File: src/shared/xtcal_pkg.sv
// Purpose: Constants for crosstalk calibration, scaling and readback control
// Assumes: 24-bit registers reached by the serial control port at byte addresses
// Notes:   Every offset, field position, reset value and count lives here
//
// Operation
// - Filter time constant is 2^field frames; field resets to 8.
// - Programmed light crosstalk values are multiplied by 2^light scale field.
// - Programmed electrical crosstalk I and Q are multiplied by 2^electrical scale.
// - Setting the light calibrate bit starts light crosstalk measurement.
// - Electrical calibrate bit starts measurement; host sets, waits, then clears.
// - Readback select: 0 electrical, 1 light, 2 raw I/Q, 3 frame count.
// - Light source bit: 0 calibrated, 1 programmed; resets to 1.
// - Light measurement: 0 direct sampling, 1 filtered; resets filtered.
// - Electrical source bit: 0 calibrated, 1 programmed; resets to 0.
// - Electrical measurement: 0 direct sampling, 1 filtered; resets filtered.
// - Auto gain active while disable bit is 0, inactive while 1.
// - Auto gain disabled applies forced code, scale 2^(6 - code).
// - Forced gain code applies during any calibration, even with auto gain on.
// - Temperature coefficient ch1 high bits 11:4 sit in register bits 23:16.
// - Light in-phase value ch0 low sits in bits 15:0 of its register.
// - Coefficient bits 3:0 sit in bits 23:20 next register; 19:16 read zero.
// - Light quadrature value ch0 low sits in bits 15:0 of next register.

package xtcal_pkg;

  localparam int ADDR_W   = 8;
  localparam int DATA_W   = 24;
  localparam int SAMPLE_W = 16;
  localparam int SCALED_W = 24;
  localparam int FRAC_W   = 15;

  localparam logic [7:0]  OFS_CTRL    = 8'h2e;
  localparam logic [7:0]  OFS_COEF_HI = 8'h2f;
  localparam logic [7:0]  OFS_COEF_LO = 8'h30;

  localparam logic [23:0] CTRL_RESET  = 24'h8001a0;
  localparam logic [23:0] COEF_RESET  = 24'h000000;

  localparam int TC_MSB     = 23;
  localparam int TC_LSB     = 20;
  localparam int LSCALE_MSB = 19;
  localparam int LSCALE_LSB = 17;
  localparam int ESCALE_MSB = 16;
  localparam int ESCALE_LSB = 14;
  localparam int ZERO_BIT   = 13;
  localparam int LCAL_BIT   = 12;
  localparam int SEL_MSB    = 11;
  localparam int SEL_LSB    = 9;
  localparam int LPROG_BIT  = 8;
  localparam int LFILT_BIT  = 7;
  localparam int EPROG_BIT  = 6;
  localparam int EFILT_BIT  = 5;
  localparam int ECAL_BIT   = 4;
  localparam int AGDIS_BIT  = 3;
  localparam int FGAIN_MSB  = 2;
  localparam int FGAIN_LSB  = 0;

  localparam int COEF_HI_MSB = 23;
  localparam int COEF_HI_LSB = 16;
  localparam int COEF_LO_MSB = 23;
  localparam int COEF_LO_LSB = 20;
  localparam int VAL_MSB     = 15;
  localparam int VAL_LSB     = 0;

  localparam logic [2:0] SEL_ELEC  = 3'h0;
  localparam logic [2:0] SEL_LIGHT = 3'h1;
  localparam logic [2:0] SEL_RAW   = 3'h2;
  localparam logic [2:0] SEL_FRAME = 3'h3;

  localparam logic [3:0] GAIN_BASE = 4'h6;

endpackage

File: src/logic/xtcal_leak_filter.sv
// Purpose: One crosstalk component measurement: direct sample or recursive average
// Assumes: frame_done is a one-cycle pulse on core_clk with sample valid alongside
// Notes:   Result holds whenever calibrate is low
`timescale 1ns/100ps

module xtcal_leak_filter #(
  parameter int SAMPLE_W = 16,
  parameter int FRAC_W   = 15
) (
  input  wire logic                       core_clk,
  input  wire logic                       srst,
  input  wire logic                       frame_done,
  input  wire logic                       calibrate,
  input  wire logic                       use_filter,
  input  wire logic [3:0]                 tc_exp,
  input  wire logic signed [SAMPLE_W-1:0] sample,
  output logic signed [SAMPLE_W-1:0]      result
);

  localparam int ACC_W = SAMPLE_W + FRAC_W;

  logic signed [ACC_W-1:0] acc_q;
  logic signed [ACC_W-1:0] acc_d;
  logic                    first_q;
  logic                    first_d;
  logic signed [ACC_W-1:0] target;
  logic signed [ACC_W:0]   diff;
  logic signed [ACC_W:0]   step;

  ////////////////////////////////////////////////////////////////////////////
  always_comb begin
    target  = {sample, {FRAC_W{1'b0}}};
    diff    = {target[ACC_W-1], target} - {acc_q[ACC_W-1], acc_q};
    step    = diff >>> tc_exp;
    acc_d   = acc_q;
    first_d = first_q;
    if (!calibrate) begin
      first_d = 1'b1;
    end else if (frame_done) begin
      first_d = 1'b0;
      // First frame seeds the average so settling starts from a real sample
      if (first_q || !use_filter) begin
        acc_d = target;
      end else begin
        acc_d = acc_q + step[ACC_W-1:0];
      end
    end
  end

  always_ff @(posedge core_clk) begin
    if (srst) begin
      acc_q   <= '0;
      first_q <= 1'b1;
    end else begin
      acc_q   <= acc_d;
      first_q <= first_d;
    end
  end

  assign result = acc_q[ACC_W-1:FRAC_W];

  ////////////////////////////////////////////////////////////////////////////
  property p_freeze;
    @(posedge core_clk) disable iff (srst)
      !calibrate |=> acc_q == $past(acc_q);
  endproperty
  a_freeze: assert property (p_freeze) else $error("result moved while idle");

  property p_direct;
    @(posedge core_clk) disable iff (srst)
      (calibrate && frame_done && !use_filter) |=> result == $past(sample);
  endproperty
  a_direct: assert property (p_direct) else $error("direct sample not taken");

  property p_per_frame;
    @(posedge core_clk) disable iff (srst)
      (calibrate && !frame_done) |=> $stable(acc_q);
  endproperty
  a_per_frame: assert property (p_per_frame) else $error("update outside frame");

endmodule

File: src/logic/xtcal_top.sv
// Purpose: Crosstalk calibration, crosstalk scaling, readback mux and gain control
// Assumes: Register port, frame pulse and samples all on core_clk from on-chip logic
// Notes:   Reads answer one cycle after reg_rd_en; unmapped reads return zero
`timescale 1ns/100ps

module xtcal_top #(
  parameter int SAMPLE_W = xtcal_pkg::SAMPLE_W,
  parameter int SCALED_W = xtcal_pkg::SCALED_W
) (
  input  wire logic                        core_clk,
  input  wire logic                        srst,
  input  wire logic                        reg_wr_en,
  input  wire logic                        reg_rd_en,
  input  wire logic [xtcal_pkg::ADDR_W-1:0] reg_addr,
  input  wire logic [xtcal_pkg::DATA_W-1:0] reg_wdata,
  output logic [xtcal_pkg::DATA_W-1:0]      reg_rdata,
  output logic                             reg_rvalid,
  input  wire logic                        frame_done,
  input  wire logic signed [SAMPLE_W-1:0]  raw_i,
  input  wire logic signed [SAMPLE_W-1:0]  raw_q,
  input  wire logic signed [SAMPLE_W-1:0]  elec_leak_prog_i,
  input  wire logic signed [SAMPLE_W-1:0]  elec_leak_prog_q,
  input  wire logic [2:0]                  auto_gain_code,
  output logic [2:0]                       applied_gain_code,
  output logic signed [3:0]                gain_exp,
  output logic                             auto_gain_active,
  output logic                             calib_active,
  output logic signed [SCALED_W-1:0]       elec_leak_i,
  output logic signed [SCALED_W-1:0]       elec_leak_q,
  output logic signed [SCALED_W-1:0]       light_leak_i,
  output logic signed [SCALED_W-1:0]       light_leak_q,
  output logic [11:0]                      phase_temp_coef_ch1_high,
  output logic [SAMPLE_W-1:0]              inphase_readback,
  output logic [SAMPLE_W-1:0]              quad_readback
);

  ////////////////////////////////////////////////////////////////////////////
  // Register file
  logic [23:0] ctrl_q;
  logic [23:0] ctrl_d;
  logic [23:0] coef_hi_q;
  logic [23:0] coef_hi_d;
  logic [23:0] coef_lo_q;
  logic [23:0] coef_lo_d;
  logic [23:0] rdata_q;
  logic [23:0] rdata_d;
  logic        rvalid_q;

  always_comb begin
    ctrl_d    = ctrl_q;
    coef_hi_d = coef_hi_q;
    coef_lo_d = coef_lo_q;
    rdata_d   = rdata_q;
    if (reg_wr_en) begin
      unique case (reg_addr)
        xtcal_pkg::OFS_CTRL: begin
          ctrl_d = reg_wdata;
          ctrl_d[xtcal_pkg::ZERO_BIT] = 1'b0;
        end
        xtcal_pkg::OFS_COEF_HI: begin
          coef_hi_d = reg_wdata;
        end
        xtcal_pkg::OFS_COEF_LO: begin
          coef_lo_d = reg_wdata;
          coef_lo_d[xtcal_pkg::COEF_LO_LSB-1:xtcal_pkg::SAMPLE_W] = '0;
        end
        default: begin
        end
      endcase
    end
    if (reg_rd_en) begin
      unique case (reg_addr)
        xtcal_pkg::OFS_CTRL:    rdata_d = ctrl_q;
        xtcal_pkg::OFS_COEF_HI: rdata_d = coef_hi_q;
        xtcal_pkg::OFS_COEF_LO: rdata_d = coef_lo_q;
        default:                rdata_d = '0;
      endcase
    end
  end

  always_ff @(posedge core_clk) begin
    if (srst) begin
      ctrl_q    <= xtcal_pkg::CTRL_RESET;
      coef_hi_q <= xtcal_pkg::COEF_RESET;
      coef_lo_q <= xtcal_pkg::COEF_RESET;
      rdata_q   <= '0;
      rvalid_q  <= 1'b0;
    end else begin
      ctrl_q    <= ctrl_d;
      coef_hi_q <= coef_hi_d;
      coef_lo_q <= coef_lo_d;
      rdata_q   <= rdata_d;
      rvalid_q  <= reg_rd_en;
    end
  end

  assign reg_rdata  = rdata_q;
  assign reg_rvalid = rvalid_q;

  ////////////////////////////////////////////////////////////////////////////
  // Control field views
  logic [3:0] tc_exp;
  logic [2:0] light_scale;
  logic [2:0] elec_scale;
  logic [2:0] rb_sel;
  logic [2:0] forced_gain_code;
  logic       light_leak_calibrate;
  logic       elec_leak_calibrate;
  logic       light_leak_use_programmed;
  logic       light_leak_use_filter;
  logic       elec_leak_use_programmed;
  logic       elec_leak_use_filter;
  logic       auto_gain_disable;

  assign tc_exp                    = ctrl_q[xtcal_pkg::TC_MSB:xtcal_pkg::TC_LSB];
  assign light_scale               = ctrl_q[xtcal_pkg::LSCALE_MSB:xtcal_pkg::LSCALE_LSB];
  assign elec_scale                = ctrl_q[xtcal_pkg::ESCALE_MSB:xtcal_pkg::ESCALE_LSB];
  assign rb_sel                    = ctrl_q[xtcal_pkg::SEL_MSB:xtcal_pkg::SEL_LSB];
  assign forced_gain_code          = ctrl_q[xtcal_pkg::FGAIN_MSB:xtcal_pkg::FGAIN_LSB];
  assign light_leak_calibrate      = ctrl_q[xtcal_pkg::LCAL_BIT];
  assign elec_leak_calibrate       = ctrl_q[xtcal_pkg::ECAL_BIT];
  assign light_leak_use_programmed = ctrl_q[xtcal_pkg::LPROG_BIT];
  assign light_leak_use_filter     = ctrl_q[xtcal_pkg::LFILT_BIT];
  assign elec_leak_use_programmed  = ctrl_q[xtcal_pkg::EPROG_BIT];
  assign elec_leak_use_filter      = ctrl_q[xtcal_pkg::EFILT_BIT];
  assign auto_gain_disable         = ctrl_q[xtcal_pkg::AGDIS_BIT];

  ////////////////////////////////////////////////////////////////////////////
  // Measurements: index 0 elec I, 1 elec Q, 2 light I, 3 light Q
  logic signed [SAMPLE_W-1:0] meas [4];

  for (genvar g = 0; g < 4; g++) begin : g_meas
    xtcal_leak_filter #(
      .SAMPLE_W (SAMPLE_W),
      .FRAC_W   (xtcal_pkg::FRAC_W)
    ) u_filt (
      .core_clk   (core_clk),
      .srst       (srst),
      .frame_done (frame_done),
      .calibrate  ((g < 2) ? elec_leak_calibrate : light_leak_calibrate),
      .use_filter ((g < 2) ? elec_leak_use_filter : light_leak_use_filter),
      .tc_exp     (tc_exp),
      .sample     ((g % 2 == 0) ? raw_i : raw_q),
      .result     (meas[g])
    );
  end

  ////////////////////////////////////////////////////////////////////////////
  // Applied crosstalk: programmed values scaled, calibrated values pass as measured
  logic signed [SCALED_W-1:0] elec_i_q;
  logic signed [SCALED_W-1:0] elec_i_d;
  logic signed [SCALED_W-1:0] elec_q_q;
  logic signed [SCALED_W-1:0] elec_q_d;
  logic signed [SCALED_W-1:0] light_i_q;
  logic signed [SCALED_W-1:0] light_i_d;
  logic signed [SCALED_W-1:0] light_q_q;
  logic signed [SCALED_W-1:0] light_q_d;
  logic signed [SAMPLE_W-1:0] light_prog_i;
  logic signed [SAMPLE_W-1:0] light_prog_q;

  assign light_prog_i = coef_hi_q[xtcal_pkg::VAL_MSB:xtcal_pkg::VAL_LSB];
  assign light_prog_q = coef_lo_q[xtcal_pkg::VAL_MSB:xtcal_pkg::VAL_LSB];

  always_comb begin
    if (elec_leak_use_programmed) begin
      elec_i_d = SCALED_W'(elec_leak_prog_i) <<< elec_scale;
      elec_q_d = SCALED_W'(elec_leak_prog_q) <<< elec_scale;
    end else begin
      elec_i_d = SCALED_W'(meas[0]);
      elec_q_d = SCALED_W'(meas[1]);
    end
    if (light_leak_use_programmed) begin
      light_i_d = SCALED_W'(light_prog_i) <<< light_scale;
      light_q_d = SCALED_W'(light_prog_q) <<< light_scale;
    end else begin
      light_i_d = SCALED_W'(meas[2]);
      light_q_d = SCALED_W'(meas[3]);
    end
  end

  always_ff @(posedge core_clk) begin
    if (srst) begin
      elec_i_q  <= '0;
      elec_q_q  <= '0;
      light_i_q <= '0;
      light_q_q <= '0;
    end else begin
      elec_i_q  <= elec_i_d;
      elec_q_q  <= elec_q_d;
      light_i_q <= light_i_d;
      light_q_q <= light_q_d;
    end
  end

  assign elec_leak_i  = elec_i_q;
  assign elec_leak_q  = elec_q_q;
  assign light_leak_i = light_i_q;
  assign light_leak_q = light_q_q;

  ////////////////////////////////////////////////////////////////////////////
  // Gain, frame counter, readback, coefficient
  logic [2:0]          gain_code_q;
  logic [2:0]          gain_code_d;
  logic signed [3:0]   gain_exp_q;
  logic signed [3:0]   gain_exp_d;
  logic                auto_q;
  logic                auto_d;
  logic                cal_q;
  logic                cal_d;
  logic [15:0]         frame_cnt_q;
  logic [15:0]         frame_cnt_d;
  logic [SAMPLE_W-1:0] rb_i_q;
  logic [SAMPLE_W-1:0] rb_i_d;
  logic [SAMPLE_W-1:0] rb_q_q;
  logic [SAMPLE_W-1:0] rb_q_d;
  logic [11:0]         coef_q;
  logic [11:0]         coef_d;

  always_comb begin
    cal_d  = light_leak_calibrate | elec_leak_calibrate;
    // Calibration must see a fixed gain or the average would mix scales
    auto_d = !auto_gain_disable && !cal_d;
    gain_code_d = auto_d ? auto_gain_code : forced_gain_code;
    gain_exp_d  = $signed(xtcal_pkg::GAIN_BASE - {1'b0, gain_code_d});
    frame_cnt_d = frame_done ? frame_cnt_q + 16'h0001 : frame_cnt_q;
    coef_d = {coef_hi_q[xtcal_pkg::COEF_HI_MSB:xtcal_pkg::COEF_HI_LSB],
              coef_lo_q[xtcal_pkg::COEF_LO_MSB:xtcal_pkg::COEF_LO_LSB]};
    unique case (rb_sel)
      xtcal_pkg::SEL_ELEC: begin
        rb_i_d = meas[0];
        rb_q_d = meas[1];
      end
      xtcal_pkg::SEL_LIGHT: begin
        rb_i_d = meas[2];
        rb_q_d = meas[3];
      end
      xtcal_pkg::SEL_RAW: begin
        rb_i_d = raw_i;
        rb_q_d = raw_q;
      end
      xtcal_pkg::SEL_FRAME: begin
        rb_i_d = frame_cnt_q;
        rb_q_d = '0;
      end
      // Invalid codes read as zero rather than stale data
      default: begin
        rb_i_d = '0;
        rb_q_d = '0;
      end
    endcase
  end

  always_ff @(posedge core_clk) begin
    if (srst) begin
      gain_code_q <= 3'h0;
      gain_exp_q  <= 4'sh0;
      auto_q      <= 1'b0;
      cal_q       <= 1'b0;
      frame_cnt_q <= 16'h0000;
      rb_i_q      <= '0;
      rb_q_q      <= '0;
      coef_q      <= 12'h000;
    end else begin
      gain_code_q <= gain_code_d;
      gain_exp_q  <= gain_exp_d;
      auto_q      <= auto_d;
      cal_q       <= cal_d;
      frame_cnt_q <= frame_cnt_d;
      rb_i_q      <= rb_i_d;
      rb_q_q      <= rb_q_d;
      coef_q      <= coef_d;
    end
  end

  assign applied_gain_code        = gain_code_q;
  assign gain_exp                 = gain_exp_q;
  assign auto_gain_active         = auto_q;
  assign calib_active             = cal_q;
  assign phase_temp_coef_ch1_high = coef_q;
  assign inphase_readback         = rb_i_q;
  assign quad_readback            = rb_q_q;

  ////////////////////////////////////////////////////////////////////////////
  property p_forced_in_cal;
    @(posedge core_clk) disable iff (srst)
      (light_leak_calibrate || elec_leak_calibrate)
        |=> gain_code_q == $past(forced_gain_code) && !auto_q;
  endproperty
  a_forced_in_cal: assert property (p_forced_in_cal) else $error("gain not forced");

  property p_auto_gain;
    @(posedge core_clk) disable iff (srst)
      (!auto_gain_disable && !light_leak_calibrate && !elec_leak_calibrate)
        |=> auto_q && gain_code_q == $past(auto_gain_code);
  endproperty
  a_auto_gain: assert property (p_auto_gain) else $error("auto gain not applied");

  property p_gain_exp;
    @(posedge core_clk) disable iff (srst)
      (auto_gain_disable && forced_gain_code == 3'h2) |=> gain_exp_q == 4'sh4;
  endproperty
  a_gain_exp: assert property (p_gain_exp) else $error("gain exponent wrong");

  property p_frame_rb;
    @(posedge core_clk) disable iff (srst)
      (rb_sel == xtcal_pkg::SEL_FRAME && frame_done) |=> ##1
        rb_i_q == $past(frame_cnt_q);
  endproperty
  a_frame_rb: assert property (p_frame_rb) else $error("frame count readback wrong");

  property p_light_scale;
    @(posedge core_clk) disable iff (srst)
      (light_leak_use_programmed && light_scale == 3'h3)
        |=> light_i_q == (SCALED_W'($past(light_prog_i)) <<< 3);
  endproperty
  a_light_scale: assert property (p_light_scale) else $error("light scale wrong");

  property p_elec_scale;
    @(posedge core_clk) disable iff (srst)
      (elec_leak_use_programmed && elec_scale == 3'h1)
        |=> elec_q_q == (SCALED_W'($past(elec_leak_prog_q)) <<< 1);
  endproperty
  a_elec_scale: assert property (p_elec_scale) else $error("electrical scale wrong");

  property p_rsvd_zero;
    @(posedge core_clk) disable iff (srst)
      (reg_rd_en && reg_addr == xtcal_pkg::OFS_COEF_LO) |=> reg_rvalid && reg_rdata[19:16] == 4'h0;
  endproperty
  a_rsvd_zero: assert property (p_rsvd_zero) else $error("reserved bits nonzero");

  property p_coef;
    @(posedge core_clk) disable iff (srst)
      (reg_wr_en && reg_addr == xtcal_pkg::OFS_COEF_HI) |=> ##1
        phase_temp_coef_ch1_high[11:4] == $past(reg_wdata[23:16], 2);
  endproperty
  a_coef: assert property (p_coef) else $error("coefficient high bits wrong");

endmodule

File: config.mk
export PLATFORM = sky130hd
export DESIGN_NAME = xtcal_top
export DESIGN_NICKNAME = d
export VERILOG_FILES = /design/src/shared/xtcal_pkg.sv /design/src/logic/xtcal_leak_filter.sv /design/src/logic/xtcal_top.sv
export SDC_FILE = /design/constraint.sdc
export NUM_CORES = 2
export LEC_CHECK = 0
export ABC_AREA = 1
export BUFFER_PORTS_ARGS = -buffer_cell sky130_fd_sc_hd__clkbuf_2
export CAP_MARGIN = 20
export CORE_ASPECT_RATIO = 1.1
export CORE_MARGIN = 4
export CORE_UTILIZATION = 30
export CTS_BUF_LIST = sky130_fd_sc_hd__clkbuf_4
export CTS_CLUSTER_SIZE = 20
export DETAILED_ROUTE_END_ITERATION = 12
export SYNTH_ARGS = -nofsm -noshare
export SYNTH_HDL_FRONTEND = slang
export SYNTH_SLANG_ARGS = --single-unit
File: constraint.sdc
create_clock -name core_clk -period 5.52 [get_ports core_clk]
set_input_delay 0.828 -clock core_clk [delete_from_list [all_inputs] [get_ports core_clk]]
set_output_delay 0.828 -clock core_clk [all_outputs]
set_load 0.01 [all_outputs]
==> reports/qor.json <==
{
  "logic_synthesis": {
    "syn-instance-count": 5428,
    "async_flop_share": 0,
    "postSynthRegisterBits": 378,
    "synth_seq_area_share": 0.2295,
    "synth_warnings": 0,
    "synthesis.nets": 5742,
    "synth.cell_area_um2": 32970,
    "ys_types": 59,
    "cell_types_occupying_the_most_area_after_synthesis": "sky130_fd_sc_hd__dfxtp_1 23%, sky130_fd_sc_hd__nand2_1 17%, sky130_fd_sc_hd__a21oi_1 8.0%",
    "synthDominantCellAreaShare": 0.2295,
    "synth_edf_count": 0,
    "synthDominantAreaCellType": "sky130_fd_sc_hd__dfxtp_1",
    "post_synthesis_area_per_instance_um2": 6.074,
    "ys_dominant_reg_cell": "sky130_fd_sc_hd__dfxtp_1"
  },
  "floorplanning": {
    "floorplan.rows": 127,
    "core_um2": 109000,
    "dieWidth_um": 324.1,
    "initial_utilization": 0.3025,
    "die-area_um2": 115300,
    "ports": 278,
    "die-height_um": 355.7
  },
  "timing": {
    "max_freq_mhz": 199.8,
    "timing.clock.skew_ns": 0.07449,
    "tightestPinTransition_ns": 1.016,
    "slew_headroom": 0.3221,
    "hold_slack_ns": 0.07167,
    "period_minus_slack_ns": 5.004,
    "finalHoldViolCount": 0,
    "tns_ns": 0,
    "min_period_over_period": 0.9065,
    "final_max_slew_viol_count": 0,
    "setup_viol_count_final": 0,
    "grt_setup_unrepaired": "no",
    "setup_ws_ns": 0.5162
  },
  "layout": {
    "nFillCells": 12223,
    "design.final.nets": 5948,
    "share_of_final_layout_standard_cells_stronger_than_drive_strength_1": 0.1209,
    "mostFrequentLayoutCells": "1449 x sky130_fd_sc_hd__nand2_1, 573 x sky130_fd_sc_hd__inv_1, 526 x sky130_fd_sc_hd__a21oi_1",
    "area.growth.synth_to_final_pct": 13.09,
    "layout_commonest_cell": "sky130_fd_sc_hd__nand2_1"
  },
  "route": {
    "total_wirelength_of_the_detailed_routed_design_um": 134900,
    "routed_wire_length_per_instance_um": 18.90,
    "vias": 37394,
    "route.detailed.drc": 0,
    "firstDrtPassIters": 6,
    "drt_iter0_markers": 2969,
    "drtAntennaViolNets": 0,
    "avgViaCountPerCell": 5.238
  },
  "worst_setup_path": {
    "cpMostUsedCell": "sky130_fd_sc_hd__nand2_1",
    "cp-start-kind": "flip-flop",
    "worst_ep_required_time_ns": 6.44,
    "timing.critical_path.slowest_cell_delay_ns": 0.36,
    "worst-r2r-cell-count": 31,
    "crit_slowest_cell": "sky130_fd_sc_hd__dfxtp_1",
    "reg2reg_capture_point": "g_meas[0].u_filt.acc_q[23]",
    "crit_type": "flip-flop to flip-flop",
    "ff2ff_setup_slack_ns": 0.52,
    "critPathCaptureType": "flip-flop",
    "worst_ep_arrival_time_ns": 5.92,
    "critPathMaxFanout": 4,
    "origin_of_the_critical_flop_to_flop_path": "g_meas[0].u_filt.acc_q[1]"
  },
  "hold_path": {
    "worst_hold_path.num_cells": 3,
    "endpoint_of_the_worst_hold_timing_path": "elec_leak_q[22]",
    "min-delay-start": "elec_leak_prog_q[15]",
    "hold_class": "input port to flip-flop"
  },
  "clock_network": {
    "clk_transition_reported_paths_ns": 0.07,
    "tritoncts": "built",
    "cts_made_buffers": 107,
    "clock_path_buffers": 3,
    "cts_htree_levels": 3,
    "clock_latency_ns": 1.06,
    "cts_num_sinks": 378,
    "cts.root.buffer_cell": "sky130_fd_sc_hd__clkbuf_4"
  },
  "place": {
    "pre_cts_slack_ns": 0.2108,
    "io_buffer_count": 277,
    "gp_congestion": 0.9851,
    "dp.final_hpwl_um": 105400
  },
  "flow_run": {
    "max_cap_viols": 0
  },
  "power_and_ir_drop": {
    "total_leakage_power_nw": 17.50,
    "max-vdd-ir-drop_v": 0.0001471,
    "design_power_total_mw": 6.643,
    "power_per_cell_area_nw_per_um2": 178.2
  },
  "global_route": {
    "antenna_found_initial": 12,
    "track_usage": 0.2251,
    "grt_pass1_wl_um": 203000,
    "grt_remaining_overflow": 0,
    "first_global_vias": 35045,
    "grt_start_max_net_pins": 126
  },
  "run_status": {
    "run_status": "finished, final reports clean"
  }
}
==> metal layers <==
layer	share of wire	routed length, µm	track usage
met1	0.43	57380	0.2887
met3	0.074	9988	0.04084
met5	0.00017	23	0
met2	0.45	61050	0.3647
met4	0.048	6475	0.1070
==> synth_stat cells (all sizes together) (6+ instances only) <==
cell type	number
nand2	1469
o21bai	13
o22ai	60
mux2i	43
nand3	386
o221ai	36
nor4	19
o211ai	44
a21o	15
buf	66
clkinv	6
nand4	30
inv	598
o21a	16
ha	206
a21boi	28
and2	9
nor3	46
nor2	381
xor2	77
a221oi	19
a21oi	532
or2	65
o21ai	579
clkbuf	194
a31oi	38
dfxtp	378
xnor2	49
==> report_power, final <==
part,leakage (nW),switching [mW],internal [mW]
clock network,0.807,1.39,1.33
registers,3.05,0.00468,2.73
logic,13.6,0.792,0.391
total,17.5,2.19,4.46
==> sequential cells by signal, indices dropped and copies added, names as in the netlist <==
signal,cells
g_meas.u_filt.acc_q,124
coef_hi_q,24
reg_rdata,24
ctrl_q,23
elec_leak_i,23
elec_leak_q,23
light_leak_i,23
light_leak_q,23
coef_lo_q,20
frame_cnt_q,16
inphase_readback,16
quad_readback,16
phase_temp_coef_ch1_high,12
applied_gain_code,3
gain_exp,3
g_meas.u_filt.first_q,2
auto_gain_active,1
calib_active,1
reg_rvalid,1
==> worst max-delay path by stage <==
| stage | start | to | cells after the start |
|---|---|---|---|
| 2_1_floorplan | raw_q[3] | g_meas[3].u_filt.acc_q[29] | 29 |
| 3_3_place_gp | raw_i[7] | g_meas[2].u_filt.acc_q[29] | 27 |
| 3_5_place_dp | raw_i[6] | g_meas[2].u_filt.acc_q[29] | 29 |
| 4_1_cts | g_meas[0].u_filt.acc_q[1] | g_meas[0].u_filt.acc_q[23] | 31 |
| 5_1_grt | g_meas[0].u_filt.acc_q[1] | g_meas[0].u_filt.acc_q[23] | 31 |
| 6_report | g_meas[0].u_filt.acc_q[1] | g_meas[0].u_filt.acc_q[23] | 31 |
==> worst max-delay path: cells and delay by family, from the launching register on <==
family	cells	cell delay [ns]
compound gates	11	2.12
flops	1	0.36
fa+ha+maj	2	0.53
xor+xnor	1	0.20
buf+inv	3	0.21
simple gates	14	1.48
==> logic make-up (layout without fill, tap and decap cells) <==
| logic type | after synthesis | count (layout) | share of synthesized area |
|---|---|---|---|
| and+or+nand+nor | 2412 | 2412 | 0.3066 |
| AOI/OAI and AO/OA | 1395 | 1395 | 0.2359 |
| buffers and inverters | 864 | 1150 | 0.1004 |
| DFF | 378 | 378 | 0.2295 |
| adders and majority gates | 210 | 210 | 0.08060 |
| xor gates and xnor gates | 126 | 126 | 0.03393 |
| muxes | 43 | 43 | 0.01305 |
| other | 0 | 6 | 0 |
==> layout make-up <==
| cell class | count | area [µm²] | area share |
|---|---|---|---|
| Multi-Input combinational cell | 4186 | 22140 | 0.5938 |
| Sequential cell | 378 | 7582 | 0.2034 |
| Inverter | 604 | 2276 | 0.06104 |
| Timing Repair Buffer | 357 | 2126 | 0.05701 |
| Tap cell | 1419 | 1775 | 0.04762 |
| Clock buffer | 152 | 1141 | 0.03060 |
| Clock inverter | 37 | 230.2 | 0.006174 |
| Antenna cell | 6 | 15.01 | 0.0004027 |
==> through the flow <==
step                utilization  std cells  instance area (µm²)
floorplan                     -       5428                32970
global placement         0.3282       6936                35780
detailed placement       0.3282       6936                35780
CTS                      0.3413       7131                37210
global route             0.3420       7138                37280
finish                   0.3420       7139                37290
==> repair_timing <==
| action | in CTS | in global routing |
|---|---|---|
| hold buffers | 6 | 0 |
| endpoints found under the setup margin | 0 | 7 |
| hold endpoints to repair | 6 | 0 |
| buffers inserted | 0 | 0 |
| resized for setup | 0 | 3 |
Note: power is estimated with default switching activity, not from simulation.
